[config.mk]
export PLATFORM = sky130hd
export DESIGN_NAME = pcss_top
export DESIGN_NICKNAME = d
export VERILOG_FILES = /design/src/include/pcss_pkg.sv /design/src/design/pcss_sync.sv /design/src/design/pcss_top.sv
export SDC_FILE = /design/constraint.sdc
export NUM_CORES = 1
export LEC_CHECK = 0
export BUFFER_PORTS_ARGS = -buffer_cell sky130_fd_sc_hd__buf_2
export CORE_MARGIN = 8
export CORE_UTILIZATION = 40
export CTS_CLUSTER_DIAMETER = 100
export DETAILED_ROUTE_END_ITERATION = 16
export SETUP_SLACK_MARGIN = 0.05
export SYNTH_ARGS = -nofsm -noshare
export SYNTH_HDL_FRONTEND = slang
export SYNTH_SLANG_ARGS = --single-unit
[constraint.sdc]
create_clock -name clk -period 8.1 [get_ports clk]
set_input_delay 0.81 -clock clk [delete_from_list [all_inputs] [get_ports clk]]
set_output_delay 0.81 -clock clk [all_outputs]
set_load 0.05 [all_outputs]
[src/include/pcss_pkg.sv]
// Constants, codes and timing counts for the pulse-count supply sequencer.
// Assumes a single 50 MHz clock; analog comparators arrive as digital level inputs.
//
// How it works
// - On enable the negative rail starts at its default level, the other rails only after a power-on reset, and pins steer discharge and slew.
// - Rising edges on the pulse pin are counted; the total picks the setting.
// - Counts 1 to 41 set the negative rail from -5.4V to -1.4V in 0.1V steps.
// - Counts 42 to 49 set the analog rail from 7.9V to 5.8V in 0.3V steps.
// - Count 50 forces discharge on, count 51 forces it off, over the select pin.
// - Transition time follows the cap pin; counts 52 and 53 are reserved.
// - Positive pixel rail defaults to 4.6V; counts 54 to 57 select 4.7V to 5.0V.
// - Settings are volatile and cleared only by the defined reset conditions.
// - Without programming, the pulse pin held high is a plain enable.
// - The first rising edge makes discharge follow the select pin.
// - Disabled converters discharge outputs if select is high, else float them.
// - Analog enable starts a 1.5ms ramp, then the current limit drops to 0.2A.
// - Pulse pin high starts the positive converter at 0.2A until it regulates.
// - The negative converter starts 10ms after the pulse pin rises, at 0.4A until regulating.
// - A grounded or floating cap pin selects the fastest negative-rail transition.
// - Any short or analog overload latches a whole-device shutdown.
// - The fault clears by power cycle or both enables low for the shutdown time.
// - Start-up fails if positive rail unregulated at 10ms or negative at 20ms.
// - Analog rail short supervision begins only after its ramp completes.
// - Analog or positive rail below 90% for over 1ms shuts everything down.
// - Negative rail over 500mV above target for over 1ms shuts everything down.
// - Positive and negative rails shorted together counts as a short.
// - A programmed discharge mode overrides the select pin until power-on reset or the first enable edge after a shutdown low period.

package pcss_pkg;

   // ******************************************
   // Timing
   // ******************************************
   localparam int CLK_HZ        = 50_000_000;
   localparam int T_ACCEPT_US   = 55;
   localparam int T_OFF_US      = 55;
   localparam int T_RAMP_US     = 1500;
   localparam int T_NEG_DLY_MS  = 10;
   localparam int T_POS_CHK_MS  = 10;
   localparam int T_NEG_CHK_MS  = 20;
   localparam int T_OPER_MS     = 1;
   localparam int CYC_ACCEPT    = T_ACCEPT_US * (CLK_HZ / 1_000_000);
   localparam int CYC_OFF       = T_OFF_US * (CLK_HZ / 1_000_000);
   localparam int CYC_RAMP      = T_RAMP_US * (CLK_HZ / 1_000_000);
   localparam int CYC_NEG_DLY   = T_NEG_DLY_MS * (CLK_HZ / 1000);
   localparam int CYC_POS_CHK   = T_POS_CHK_MS * (CLK_HZ / 1000);
   localparam int CYC_NEG_CHK   = T_NEG_CHK_MS * (CLK_HZ / 1000);
   localparam int CYC_OPER      = T_OPER_MS * (CLK_HZ / 1000);

   // ******************************************
   // Edge-count codes
   // ******************************************
   localparam logic [5:0] CNT_NEG_LO  = 6'h01;
   localparam logic [5:0] CNT_NEG_HI  = 6'h29;
   localparam logic [5:0] CNT_ANA_LO  = 6'h2a;
   localparam logic [5:0] CNT_ANA_HI  = 6'h31;
   localparam logic [5:0] CNT_DCH_ON  = 6'h32;
   localparam logic [5:0] CNT_DCH_OFF = 6'h33;
   localparam logic [5:0] CNT_POS_LO  = 6'h36;
   localparam logic [5:0] CNT_POS_HI  = 6'h39;
   localparam logic [5:0] CNT_MAX     = 6'h3f;

   // ******************************************
   // Reset settings (codes are step indices)
   // ******************************************
   localparam logic [5:0] NEG_DEFAULT = 6'h1e;   // Code 30 is -2.5V.
   localparam logic [2:0] ANA_DEFAULT = 3'h6;    // Step 6 from 7.9V is 6.1V.
   localparam logic [2:0] POS_DEFAULT = 3'h0;    // Step 0 is 4.6V.

   typedef enum logic [1:0] {PCSS_DCH_FOLLOW, PCSS_DCH_ON, PCSS_DCH_OFF} pcss_dch_t;
   typedef enum logic [1:0] {PCSS_OFF, PCSS_START, PCSS_RUN, PCSS_FAULT} pcss_state_t;

endpackage

[src/design/pcss_sync.sv]
// Three-stage input synchroniser with agreement filter.
// Assumes asynchronous pin levels and the single system clock.

`timescale 1ns/1ps
`default_nettype none

module pcss_sync #(
   parameter logic RST_VAL = 1'b0
) (
   // Clock and reset
   input  wire logic clk,
   input  wire logic rst_n,
   // Pin and filtered level
   input  wire logic din,
   output logic      dout
);

   logic s1;
   logic s2;
   logic s3;

   always_ff @(posedge clk or negedge rst_n) begin
      if (!rst_n) begin
         s1 <= RST_VAL;
         s2 <= RST_VAL;
         s3 <= RST_VAL;
      end else begin
         s1 <= din;
         s2 <= s1;
         s3 <= s2;
      end
   end

   // The level changes only once the last two stages agree.
   always_ff @(posedge clk or negedge rst_n) begin
      if (!rst_n) begin
         dout <= RST_VAL;
      end else if (s2 == s3) begin
         dout <= s3;
      end
   end

endmodule

`default_nettype wire

[src/design/pcss_top.sv]
// Pulse-count programming, start-up sequencing and fault latch of the supply.
// Assumes comparator results arrive as asynchronous pin levels; rst_n is power-on reset.

`timescale 1ns/1ps
`default_nettype none

module pcss_top
   import pcss_pkg::*;
#(
   parameter int ACCEPT_CYC = CYC_ACCEPT,
   parameter int OFF_CYC    = CYC_OFF,
   parameter int RAMP_CYC   = CYC_RAMP,
   parameter int NEG_DLY    = CYC_NEG_DLY,
   parameter int POS_CHK    = CYC_POS_CHK,
   parameter int NEG_CHK    = CYC_NEG_CHK,
   parameter int OPER_CYC   = CYC_OPER
) (
   // Clock and reset
   input  wire logic       clk,
   input  wire logic       rst_n,
   // Control pins
   input  wire logic       pulse_ctrl_pin,
   input  wire logic       analog_rail_enable_pin,
   input  wire logic       discharge_select_pin,
   input  wire logic       transition_cap_low,
   // Rail supervision comparators
   input  wire logic       pos_regulating,
   input  wire logic       neg_regulating,
   input  wire logic       pos_below_90,
   input  wire logic       ana_below_90,
   input  wire logic       neg_above_500mv,
   input  wire logic       ana_overload,
   input  wire logic       pos_neg_shorted,
   // Rail settings
   output logic [5:0]      neg_level_code,
   output logic [2:0]      ana_level_code,
   output logic [2:0]      pos_level_code,
   output logic            fast_transition,
   // Converter controls
   output logic            analog_supply_output_en,
   output logic            analog_ramp_active,
   output logic            analog_low_limit,
   output logic            positive_pixel_output_en,
   output logic            positive_low_limit,
   output logic            negative_pixel_output_en,
   output logic            negative_low_limit,
   output logic            discharge_active,
   output logic            fault_latched
);

   // ******************************************
   // Elaboration checks
   // ******************************************
   initial begin
      if (ACCEPT_CYC < 2 || OFF_CYC < 2 || NEG_DLY < 1 || NEG_CHK <= NEG_DLY ||
          POS_CHK < 1 || RAMP_CYC < 1 || OPER_CYC < 1 || NEG_CHK >= (1 << 24))
         $error("pcss_top: timing parameters out of range");
   end

   function automatic logic cnt_done(input logic [23:0] c, input int lim);
      return c >= 24'(lim);
   endfunction

   // ******************************************
   // Input synchronisation
   // ******************************************
   logic ctl;
   logic ana_en;
   logic fd;
   logic ct_low;
   logic pos_ok;
   logic neg_ok;
   logic pos_lo;
   logic ana_lo;
   logic neg_hi;
   logic ana_ol;
   logic pn_sh;

   pcss_sync u_s_ctl (.clk(clk), .rst_n(rst_n), .din(pulse_ctrl_pin), .dout(ctl));
   pcss_sync u_s_ana (.clk(clk), .rst_n(rst_n), .din(analog_rail_enable_pin), .dout(ana_en));
   pcss_sync u_s_fd  (.clk(clk), .rst_n(rst_n), .din(discharge_select_pin), .dout(fd));
   pcss_sync u_s_ct  (.clk(clk), .rst_n(rst_n), .din(transition_cap_low), .dout(ct_low));
   pcss_sync u_s_pok (.clk(clk), .rst_n(rst_n), .din(pos_regulating), .dout(pos_ok));
   pcss_sync u_s_nok (.clk(clk), .rst_n(rst_n), .din(neg_regulating), .dout(neg_ok));
   pcss_sync u_s_plo (.clk(clk), .rst_n(rst_n), .din(pos_below_90), .dout(pos_lo));
   pcss_sync u_s_alo (.clk(clk), .rst_n(rst_n), .din(ana_below_90), .dout(ana_lo));
   pcss_sync u_s_nhi (.clk(clk), .rst_n(rst_n), .din(neg_above_500mv), .dout(neg_hi));
   pcss_sync u_s_aol (.clk(clk), .rst_n(rst_n), .din(ana_overload), .dout(ana_ol));
   pcss_sync u_s_psh (.clk(clk), .rst_n(rst_n), .din(pos_neg_shorted), .dout(pn_sh));

   logic ctl_d;
   always_ff @(posedge clk or negedge rst_n) begin
      if (!rst_n) ctl_d <= 1'b0;
      else        ctl_d <= ctl;
   end
   wire ctl_rise = ctl & ~ctl_d;

   // ******************************************
   // Edge counting and acceptance
   // ******************************************
   logic [5:0]  edge_cnt;
   logic [23:0] hi_cnt;
   logic        accept;
   logic        pending;
   logic        off_timer_hit;

   // A shutdown low period also drops a half-counted burst, so the next enable is clean.
   always_ff @(posedge clk or negedge rst_n) begin
      if (!rst_n) begin
         edge_cnt <= 6'h00;
         pending  <= 1'b0;
      end else if (accept || off_timer_hit || !fault_latched && ctl_d && !ctl && !pending) begin
         edge_cnt <= 6'h00;
         pending  <= 1'b0;
      end else if (ctl_rise) begin
         edge_cnt <= (edge_cnt == CNT_MAX) ? CNT_MAX : edge_cnt + 6'h01;
         pending  <= 1'b1;
      end
   end

   // The first rising edge is the enable itself; a lone edge is not a code.
   always_ff @(posedge clk or negedge rst_n) begin
      if (!rst_n) begin
         hi_cnt <= 24'h0;
         accept <= 1'b0;
      end else begin
         hi_cnt <= (ctl && !ctl_rise) ? hi_cnt + 24'h1 : 24'h0;
         accept <= pending && ctl && (hi_cnt == 24'(ACCEPT_CYC - 1));
      end
   end

   // Counts beyond the first enable edge are the programming code.
   logic        first_done;
   logic        en_burst;
   logic [5:0]  code;
   assign code = en_burst ? edge_cnt - 6'h01 : edge_cnt;

   // A burst that began with the enable edge carries one edge that is not part of the code.
   always_ff @(posedge clk or negedge rst_n) begin
      if (!rst_n) begin
         en_burst <= 1'b0;
      end else if (accept || off_timer_hit) begin
         en_burst <= 1'b0;
      end else if (ctl_rise && !first_done) begin
         en_burst <= 1'b1;
      end
   end

   // ******************************************
   // Settings storage
   // ******************************************
   pcss_dch_t dch_mode;
   logic      both_low_hit;

   always_ff @(posedge clk or negedge rst_n) begin
      if (!rst_n) begin
         neg_level_code <= NEG_DEFAULT;
         ana_level_code <= ANA_DEFAULT;
         pos_level_code <= POS_DEFAULT;
      end else begin
         if (off_timer_hit) neg_level_code <= NEG_DEFAULT;
         if (accept) begin
            if (code >= CNT_NEG_LO && code <= CNT_NEG_HI)
               neg_level_code <= code;
            else if (code >= CNT_ANA_LO && code <= CNT_ANA_HI)
               ana_level_code <= 3'(code - CNT_ANA_LO);
            else if (code >= CNT_POS_LO && code <= CNT_POS_HI)
               pos_level_code <= 3'(code - CNT_POS_LO + 6'h01);
            // Reserved and undefined codes change nothing.
         end
      end
   end

   always_ff @(posedge clk or negedge rst_n) begin
      if (!rst_n) begin
         dch_mode   <= PCSS_DCH_FOLLOW;
         first_done <= 1'b0;
      end else if (ctl_rise && !first_done) begin
         dch_mode   <= PCSS_DCH_FOLLOW;
         first_done <= 1'b1;
      end else if (off_timer_hit) begin
         first_done <= 1'b0;
      end else if (accept && code == CNT_DCH_ON) begin
         dch_mode   <= PCSS_DCH_ON;
      end else if (accept && code == CNT_DCH_OFF) begin
         dch_mode   <= PCSS_DCH_OFF;
      end
   end

   // ******************************************
   // Sequencing timers
   // ******************************************
   logic [23:0] off_cnt;
   logic [23:0] both_cnt;
   logic [23:0] ctl_on_cnt;
   logic [23:0] ramp_cnt;
   logic [23:0] op_cnt;
   logic        ramp_done;

   always_ff @(posedge clk or negedge rst_n) begin
      if (!rst_n) begin
         off_cnt  <= 24'h0;
         both_cnt <= 24'h0;
      end else begin
         off_cnt  <= ctl ? 24'h0 : (cnt_done(off_cnt, OFF_CYC) ? off_cnt : off_cnt + 24'h1);
         both_cnt <= (ctl || ana_en) ? 24'h0 :
                     (cnt_done(both_cnt, OFF_CYC) ? both_cnt : both_cnt + 24'h1);
      end
   end
   assign off_timer_hit = (off_cnt == 24'(OFF_CYC - 1));
   assign both_low_hit  = (both_cnt == 24'(OFF_CYC - 1));

   always_ff @(posedge clk or negedge rst_n) begin
      if (!rst_n) begin
         ctl_on_cnt <= 24'h0;
         ramp_cnt   <= 24'h0;
      end else begin
         ctl_on_cnt <= (!ctl || fault_latched) ? 24'h0 :
                       (cnt_done(ctl_on_cnt, NEG_CHK) ? ctl_on_cnt : ctl_on_cnt + 24'h1);
         ramp_cnt   <= (!ana_en || fault_latched) ? 24'h0 :
                       (cnt_done(ramp_cnt, RAMP_CYC) ? ramp_cnt : ramp_cnt + 24'h1);
      end
   end
   assign ramp_done = cnt_done(ramp_cnt, RAMP_CYC);

   // ******************************************
   // Fault supervision
   // ******************************************
   logic startup_fail;
   logic oper_low;
   logic fault_set;

   assign startup_fail = (ctl_on_cnt == 24'(POS_CHK) && !pos_ok) ||
                         (ctl_on_cnt == 24'(NEG_CHK) && !neg_ok);
   assign oper_low = (ramp_done && ana_lo) ||
                     (cnt_done(ctl_on_cnt, POS_CHK) && pos_lo) ||
                     (cnt_done(ctl_on_cnt, NEG_CHK) && neg_hi);

   always_ff @(posedge clk or negedge rst_n) begin
      if (!rst_n) op_cnt <= 24'h0;
      else        op_cnt <= oper_low ? (cnt_done(op_cnt, OPER_CYC) ? op_cnt : op_cnt + 24'h1)
                                     : 24'h0;
   end

   assign fault_set = startup_fail || op_cnt == 24'(OPER_CYC) ||
                      (ramp_done && ana_ol) || (ctl && pn_sh);

   // A fault raised in the same cycle as the release wins.
   always_ff @(posedge clk or negedge rst_n) begin
      if (!rst_n)           fault_latched <= 1'b0;
      else if (fault_set)   fault_latched <= 1'b1;
      else if (both_low_hit) fault_latched <= 1'b0;
   end

   // ******************************************
   // Converter controls
   // ******************************************
   logic dch_en;
   always_comb begin
      unique case (dch_mode)
         PCSS_DCH_ON:  dch_en = 1'b1;
         PCSS_DCH_OFF: dch_en = 1'b0;
         default:      dch_en = fd;
      endcase
   end

   always_ff @(posedge clk or negedge rst_n) begin
      if (!rst_n) begin
         analog_supply_output_en  <= 1'b0;
         analog_ramp_active       <= 1'b0;
         analog_low_limit         <= 1'b0;
         positive_pixel_output_en <= 1'b0;
         positive_low_limit       <= 1'b0;
         negative_pixel_output_en <= 1'b0;
         negative_low_limit       <= 1'b0;
         discharge_active         <= 1'b0;
         fast_transition          <= 1'b0;
      end else begin
         analog_supply_output_en  <= ana_en && !fault_latched;
         analog_ramp_active       <= ana_en && !fault_latched && !ramp_done;
         analog_low_limit         <= ana_en && !fault_latched && ramp_done;
         positive_pixel_output_en <= ctl && !fault_latched;
         positive_low_limit       <= ctl && !fault_latched && !pos_ok;
         negative_pixel_output_en <= ctl && !fault_latched &&
                                     cnt_done(ctl_on_cnt, NEG_DLY);
         negative_low_limit       <= ctl && !fault_latched &&
                                     cnt_done(ctl_on_cnt, NEG_DLY) && !neg_ok;
         discharge_active         <= (!ctl || fault_latched) && dch_en;
         fast_transition          <= ct_low;
      end
   end
endmodule

`default_nettype wire

# --- Word-level counts from Yosys, hierarchy flattened ---
# Cells that the tools add are included.
word_totals:
  reg_bits: 223
  output_inout_bits: 22
  elab_cells: 211
classes:
  add_sub_neg: 11
  magnitude_cmp: 12
  n_eq_ne: 28
  n_mux: 31
  bitwise: 4
  n_reduce_logical: 55
op_table:
  columns: ["operator", "count"]
  rows:
  - ["$mux W24", 11]
  - ["$add A24 B1 Y24 const B", 6]
  - ["$eq A24 B12 Y1 const B", 3]
  - ["$ge A24 B12 Y1 const B", 2]
  - ["$mux W6", 7]
  - ["$logic_and A1 B1 Y1", 27]
  - ["$eq A24 B16 Y1 const B", 1]
  - ["$eq A24 B19 Y1 const B", 1]
  - ["$eq A24 B20 Y1 const B", 1]
  - ["$ge A24 B16 Y1 const B", 1]
  - ["$ge A24 B17 Y1 const B", 1]
  - ["$ge A24 B19 Y1 const B", 1]
  - ["$ge A24 B20 Y1 const B", 1]
  - ["$eq A6 B6 Y1 const B", 3]
  - ["$le A6 B6 Y1 const B", 3]
  - ["$ge A6 B6 Y1 const B", 2]
  - ["$eq A1 B1 Y1", 11]
  - ["$logic_or A1 B1 Y1", 11]
  - ["$logic_not A1 Y1", 9]
  - ["$mux W1", 8]
  - ["$mux W2", 4]
  - ["$reduce_bool A2 Y1", 4]
  - ["$add A6 B1 Y6 const B", 1]
  - ["$ge A6 B1 Y1 const B", 1]
  - ["15 further kinds", 21]

# --- Logic depth before layout (Yosys ltp) ---
depth:
  depth_word: 8
  mapped_depth: 11
  ltp_nobuf: 10

# --- Cells and area by module ---
# A second synthesis with hierarchy kept.
unflattened:
  hier_cells: 971
  hier_area_um2: 10348.7
by_module_without_submodules:
  columns: ["mod", "instances", "cells_each", "area_each_um2", "seq_area_each_um2"]
  rows:
  - ["pcss_top", 1, 916, 9123.8, 4486.8]
  - ["pcss_sync", 11, 5, 111.4, 100.1]

# --- Worst setup path before layout ---
# Ideal clock, no wire load.
synth_timing:
  path_type: "register to register"
  startpoint: "register edge_cnt[0]"
  endpoint: "register neg_level_code[5]"
  setup_time_ps: 125
  arrival_ps: 2779
  required_ps: 7975
  path_slack_ps: 5196
  path_stages_with_launch: 12
  period_less_slack_ps: 2904
  cell_sequence: "dfrtp_1 -> buf_2 -> inv_1 -> ha_1 -> inv_1 -> mux2i_1 -> ha_1 -> nand2b_1 -> o32a_1 -> a21oi_1 -> nor4b_2 -> mux2_2"
synth_via:
  elab_chain_cells: 6
  elab_cells_between_ends: 7
  classes_between: "add/sub: 1; order compare: 2; mux: 3; reduce/logical: 1"
synth_rtl:
  columns: ["element", "line", "rtl"]
  rows:
  - ["from (decl)", "pcss_top.sv:101", "logic [5:0] edge_cnt;"]
  - ["from (signal assigned)", "pcss_top.sv:116", "edge_cnt <= (edge_cnt == CNT_MAX) ? CNT_MAX : edge_cnt + 6'h01;"]
  - ["$sub A6 B1 Y6", "pcss_top.sv:136", "assign code = en_burst ? edge_cnt - 6'h01 : edge_cnt;"]
  - ["$mux W6 (*)", "pcss_top.sv:136", null]
  - ["$ge A6 B1 Y1 or $le A6 B6 Y1 (tied branches)", "pcss_top.sv:163", "if (code >= CNT_NEG_LO && code <= CNT_NEG_HI)"]
  - ["$logic_and A1 B1 Y1", "pcss_top.sv:163", null]
  - ["$mux W6 (*)", "pcss_top.sv:163", null]
  - ["$mux W6 (*)", "pcss_top.sv:162", "if (accept) begin"]
  - ["to (signal assigned)", "pcss_top.sv:164", "neg_level_code <= code;"]
  - ["to (decl)", "pcss_top.sv:35", "output logic [5:0] neg_level_code,"]
# Every way passes the cells marked *; elsewhere a longest branch is shown, timed or not.
# A chain may end at the register's enable or synchronous reset.

# --- Worst setup path after layout ---
# Ends and elaborated chain as after synthesis.

==> impl_metrics.prom <==
# TYPE chip_impl_metric gauge
chip_impl_metric{name="max_fo_critical_path",unit=""} 9
chip_impl_metric{name="antenna_violations_before_repair",unit=""} 0
chip_impl_info{name="combinational_family_with_the_most_area_after_synthesis",value="simple AND/OR/NAND/NOR gates"} 1
chip_impl_metric{name="synthesized_nets",unit=""} 962
chip_impl_metric{name="post-cts-setup-buffers",unit=""} 0
chip_impl_metric{name="worst_hold_path.num_cells",unit=""} 0
chip_impl_metric{name="asyncSetResetFlopFracSynth",unit=""} 1.000
chip_impl_metric{name="skew",unit="ns"} 0.02019
chip_impl_info{name="synth.most_common_cell",value="dfrtp_1"} 1
chip_impl_metric{name="layout_setup_ws",unit="ns"} 4.730
chip_impl_metric{name="tightestPinTransition",unit="ns"} 1.280
chip_impl_metric{name="yosys_warnings",unit=""} 0
chip_impl_metric{name="start_util",unit=""} 0.4074
chip_impl_metric{name="fin_cells",unit=""} 1301
chip_impl_metric{name="grtUsageMet2",unit=""} 0.1993
chip_impl_metric{name="syn-mean-instance-area",unit="um^2"} 10.72
chip_impl_metric{name="global_route_total_usage_across_every_layer",unit=""} 0.1268
chip_impl_info{name="global_routing_s_busiest_layer",value="met2"} 1
chip_impl_metric{name="power_density",unit="nW/um^2"} 230.1
chip_impl_metric{name="number_of_global_route_vias_before_repair",unit=""} 6637
chip_impl_info{name="synth.top_cells.by_area",value="dfrtp_1 (55%), nor2_1 (4.9%), xor2_1 (4.3%), xnor2_1 (3.4%), ha_1 (2.8%)"} 1
chip_impl_metric{name="final_max_slew_viol_count",unit=""} 0
chip_impl_metric{name="synth_top_area_frac",unit=""} 0.5465
chip_impl_metric{name="cts_resized",unit=""} 0
chip_impl_metric{name="place_congestion",unit=""} 0.8468
chip_impl_metric{name="final.hold.worst_slack",unit="ns"} 0.3452
chip_impl_metric{name="n_antenna_cell",unit=""} 0
chip_impl_metric{name="globalRoute.totalOverflow",unit=""} 0
chip_impl_metric{name="post_synth_xor_area_fraction",unit=""} 0.07757
chip_impl_metric{name="grt_first_pass_wirelength",unit="um"} 33200
chip_impl_metric{name="routed_length_per_placed_instance",unit="um"} 14.41
chip_impl_metric{name="slew_headroom",unit=""} 0.1391
chip_impl_info{name="holdCritPathClass",value="reg -> reg"} 1
chip_impl_metric{name="worst_case_clock_buffer_depth",unit=""} 3
chip_impl_metric{name="layout-area-overhead-vs-synth",unit="%"} 13.08
chip_impl_info{name="worst_r2r_startpoint",value="edge_cnt[0]$_DFFE_PN0P_"} 1
chip_impl_info{name="run_status",value="finished, final reports clean"} 1
chip_impl_metric{name="core_region_area",unit="um^2"} 24390
chip_impl_metric{name="hpwlAfterDp",unit="um"} 12190
chip_impl_metric{name="final-setup-viol-count",unit=""} 0
chip_impl_metric{name="dp_slack",unit="ns"} 4.725
chip_impl_metric{name="vias_per_cell",unit=""} 5.108
chip_impl_metric{name="die_x",unit="um"} 173.6
chip_impl_metric{name="clock_sink_count",unit=""} 223
chip_impl_metric{name="layout_min_cycle_time",unit="ns"} 3.370
chip_impl_metric{name="grt_util_met1",unit=""} 0.1788
chip_impl_metric{name="postRouteWirelength",unit="um"} 18740
chip_impl_metric{name="period_share",unit=""} 0.4161
chip_impl_metric{name="achievable_freq",unit="MHz"} 296.7
chip_impl_metric{name="antenna_left",unit=""} 0
chip_impl_info{name="worst_hold_startpoint",value="u_s_ct.s1$_DFF_PN0_"} 1
chip_impl_metric{name="cts_buffers",unit=""} 25
chip_impl_metric{name="worst_setup_hold_path_clk_slew",unit="ns"} 0.06
chip_impl_metric{name="sequential_area_share_after_synthesis",unit=""} 0.5624
chip_impl_metric{name="dpl.cell_count",unit=""} 1260
chip_impl_metric{name="route.detailed.drc",unit=""} 0
chip_impl_info{name="post_synth_most_frequent_cells",value="dfrtp_1 (217), nor2_1 (130), xor2_1 (49)"} 1
chip_impl_info{name="synthDominantAreaCellType",value="dfrtp_1"} 1
chip_impl_metric{name="route.vias.total",unit=""} 6645
chip_impl_metric{name="synth_enable_flop_cells",unit=""} 0
chip_impl_metric{name="num-nets-final",unit=""} 998
chip_impl_metric{name="p_leak",unit="nW"} 4.904
chip_impl_info{name="rsz0062_at_grt",value="false"} 1
chip_impl_metric{name="fp.dieArea",unit="um^2"} 30140
chip_impl_metric{name="drt_pre_antenna_iters",unit=""} 4
chip_impl_info{name="ctsRootBufferMaster",value="clkbuf_16"} 1
chip_impl_metric{name="synth_compound_gate_area_share",unit=""} 0.05276
chip_impl_metric{name="worst_r2r_path_depth",unit=""} 10
chip_impl_metric{name="rows",unit=""} 57
chip_impl_info{name="cts_tree",value="done"} 1
chip_impl_metric{name="synthesis.instances",unit=""} 927
chip_impl_metric{name="fp.dieH",unit="um"} 173.6
chip_impl_metric{name="synth_seq_cells",unit=""} 223
chip_impl_info{name="worstSetupPathType",value="reg -> reg"} 1
chip_impl_metric{name="synth_adder_area_share",unit=""} 0.03879
chip_impl_metric{name="pin_count",unit=""} 35
chip_impl_metric{name="mappedNetlistArea",unit="um^2"} 9936
chip_impl_metric{name="max_cap_viols",unit=""} 0
chip_impl_metric{name="final_core_utilization",unit=""} 0.4607
chip_impl_info{name="worst_setup_path_start_kind",value="flip-flop"} 1
chip_impl_metric{name="use_met3",unit=""} 0.02047
chip_impl_metric{name="grt_max_degree",unit=""} 143
chip_impl_metric{name="cts.htree.levels",unit=""} 1
chip_impl_metric{name="synth_simple_gate_area_share",unit=""} 0.2304
chip_impl_metric{name="worst-endpoint-arrival",unit="ns"} 3.77
chip_impl_info{name="crit_start",value="edge_cnt[0]$_DFFE_PN0P_"} 1
chip_impl_metric{name="post_cts_hold_buffer_count",unit=""} 0
chip_impl_metric{name="worst_skew_pair.late_latency",unit="ns"} 0.51
chip_impl_metric{name="required_time_worst_endpoint",unit="ns"} 8.50
chip_impl_metric{name="vdd.ir_drop.worst",unit="mV"} 0.1100
chip_impl_info{name="synth_top_flop_cell",value="dfrtp_1"} 1
chip_impl_info{name="endpoint_kind",value="flip-flop"} 1
chip_impl_metric{name="synth_cell_types",unit=""} 60
chip_impl_metric{name="drt-initial-drc-count",unit=""} 445
chip_impl_metric{name="layout-drive-gt1-share",unit=""} 0.09928
chip_impl_metric{name="final_hold_viol_count",unit=""} 0
chip_impl_metric{name="yosys-mux-area-fraction",unit=""} 0.01486
chip_impl_metric{name="final_tns_setup",unit="ns"} 0
chip_impl_metric{name="numPortBuffers",unit=""} 34
==> sequential cells by signal (all words and copies together), names as in the netlist, 2 cells and up <==
register        flops
neg_level_code      6
dch_mode            2
op_cnt             24
pos_level_code      3
both_cnt           24
edge_cnt            6
hi_cnt             24
ramp_cnt           24
off_cnt            24
ctl_on_cnt         24
ana_level_code      3
==> cell usage in the layout, fill, tap and decap left out, drive strengths merged, types with 8 or more instances in the layout <==
cell / Yosys / layout
clkbuf: 27 / 34
nor4: 31 / 31
and2: 28 / 28
dfrtp: 217 / 217
ha: 22 / 22
nor3: 20 / 20
or3: 10 / 10
and3: 28 / 28
inv: 29 / 29
nor2: 130 / 130
nand3: 37 / 37
o21ai: 14 / 14
maj3: 11 / 11
nand2: 47 / 47
nor4b: 12 / 12
xor2: 49 / 49
xnor2: 39 / 39
a21oi: 17 / 17
nor2b: 21 / 21
mux2i: 8 / 8
nand4: 33 / 33
buf: 4 / 40
or4: 8 / 8
==> cell type report <==
class	count	area, um^2
clock buffers	34	699.4
fillers	2296	13160
well taps	324	405.4
inverters	29	108.9
multi-input cells	644	4118
repair buffers	40	225.2
flip-flops and latches	223	5588
clock inverters	7	91.34
==> metal layers <==
layer | up-vias | routed length, um | share of wire
met3 | 25 | 638 | 0.034
met4 | 0 | 315 | 0.017
met5 | - | 0 | 0
met1 | 3234 | 9256 | 0.49
met2 | 72 | 8534 | 0.46
li1 | 3314 | - | -
==> through the flow <==
step	area [um^2]	power, mW
after floorplan	9936	1.427
after global placement	10450	1.516
after detailed placement	10450	1.521
after CTS	11240	2.629
after global routing	11240	2.726
final	11240	2.585
==> final timing paths <==
kind / end / slack (ns)
max: neg_level_code[5]$_DFF_PN0_ / 4.73
min: u_s_ct.s2$_DFF_PN0_ / 0.35
max reg2reg: neg_level_code[5]$_DFF_PN0_ / 4.73
min reg2reg: u_s_ct.s2$_DFF_PN0_ / 0.35
max in group asynchronous: dch_mode[0]$_DFFE_PN0P_ / 6.02
min in group asynchronous: ramp_cnt[8]$_DFFE_PN0N_ / 0.47
==> power by group <==
group	leakage (nW)	internal, mW	switching [mW]
registers	2.95	1.15	0.0649
clock network	0.387	0.662	0.421
logic	1.57	0.105	0.181
total	4.90	1.92	0.667
==> worst max-delay path, stage by stage, from the launching register on <==
cell,delay (ns)
dfrtp_1,0.51
inv_1,0.08
ha_1,0.28
inv_1,0.05
mux2i_1,0.45
ha_1,0.36
nand2b_1,0.16
o32a_1,0.15
a21oi_1,0.07
nor4b_2,0.74
mux2_2,0.41
==> cell families (layout without fill, tap and decap cells) <==
logic type | count (synthesis) | after routing
AO/OA/AOI/OAI | 77 | 77
flip-flops | 223 | 223
adder cells (fa/ha/maj) | 33 | 33
XOR/XNOR | 88 | 88
buffers and inverters | 60 | 110
AND/OR/NAND/NOR | 432 | 432
multiplexers | 14 | 14
(Power assumes the default switching activity.)
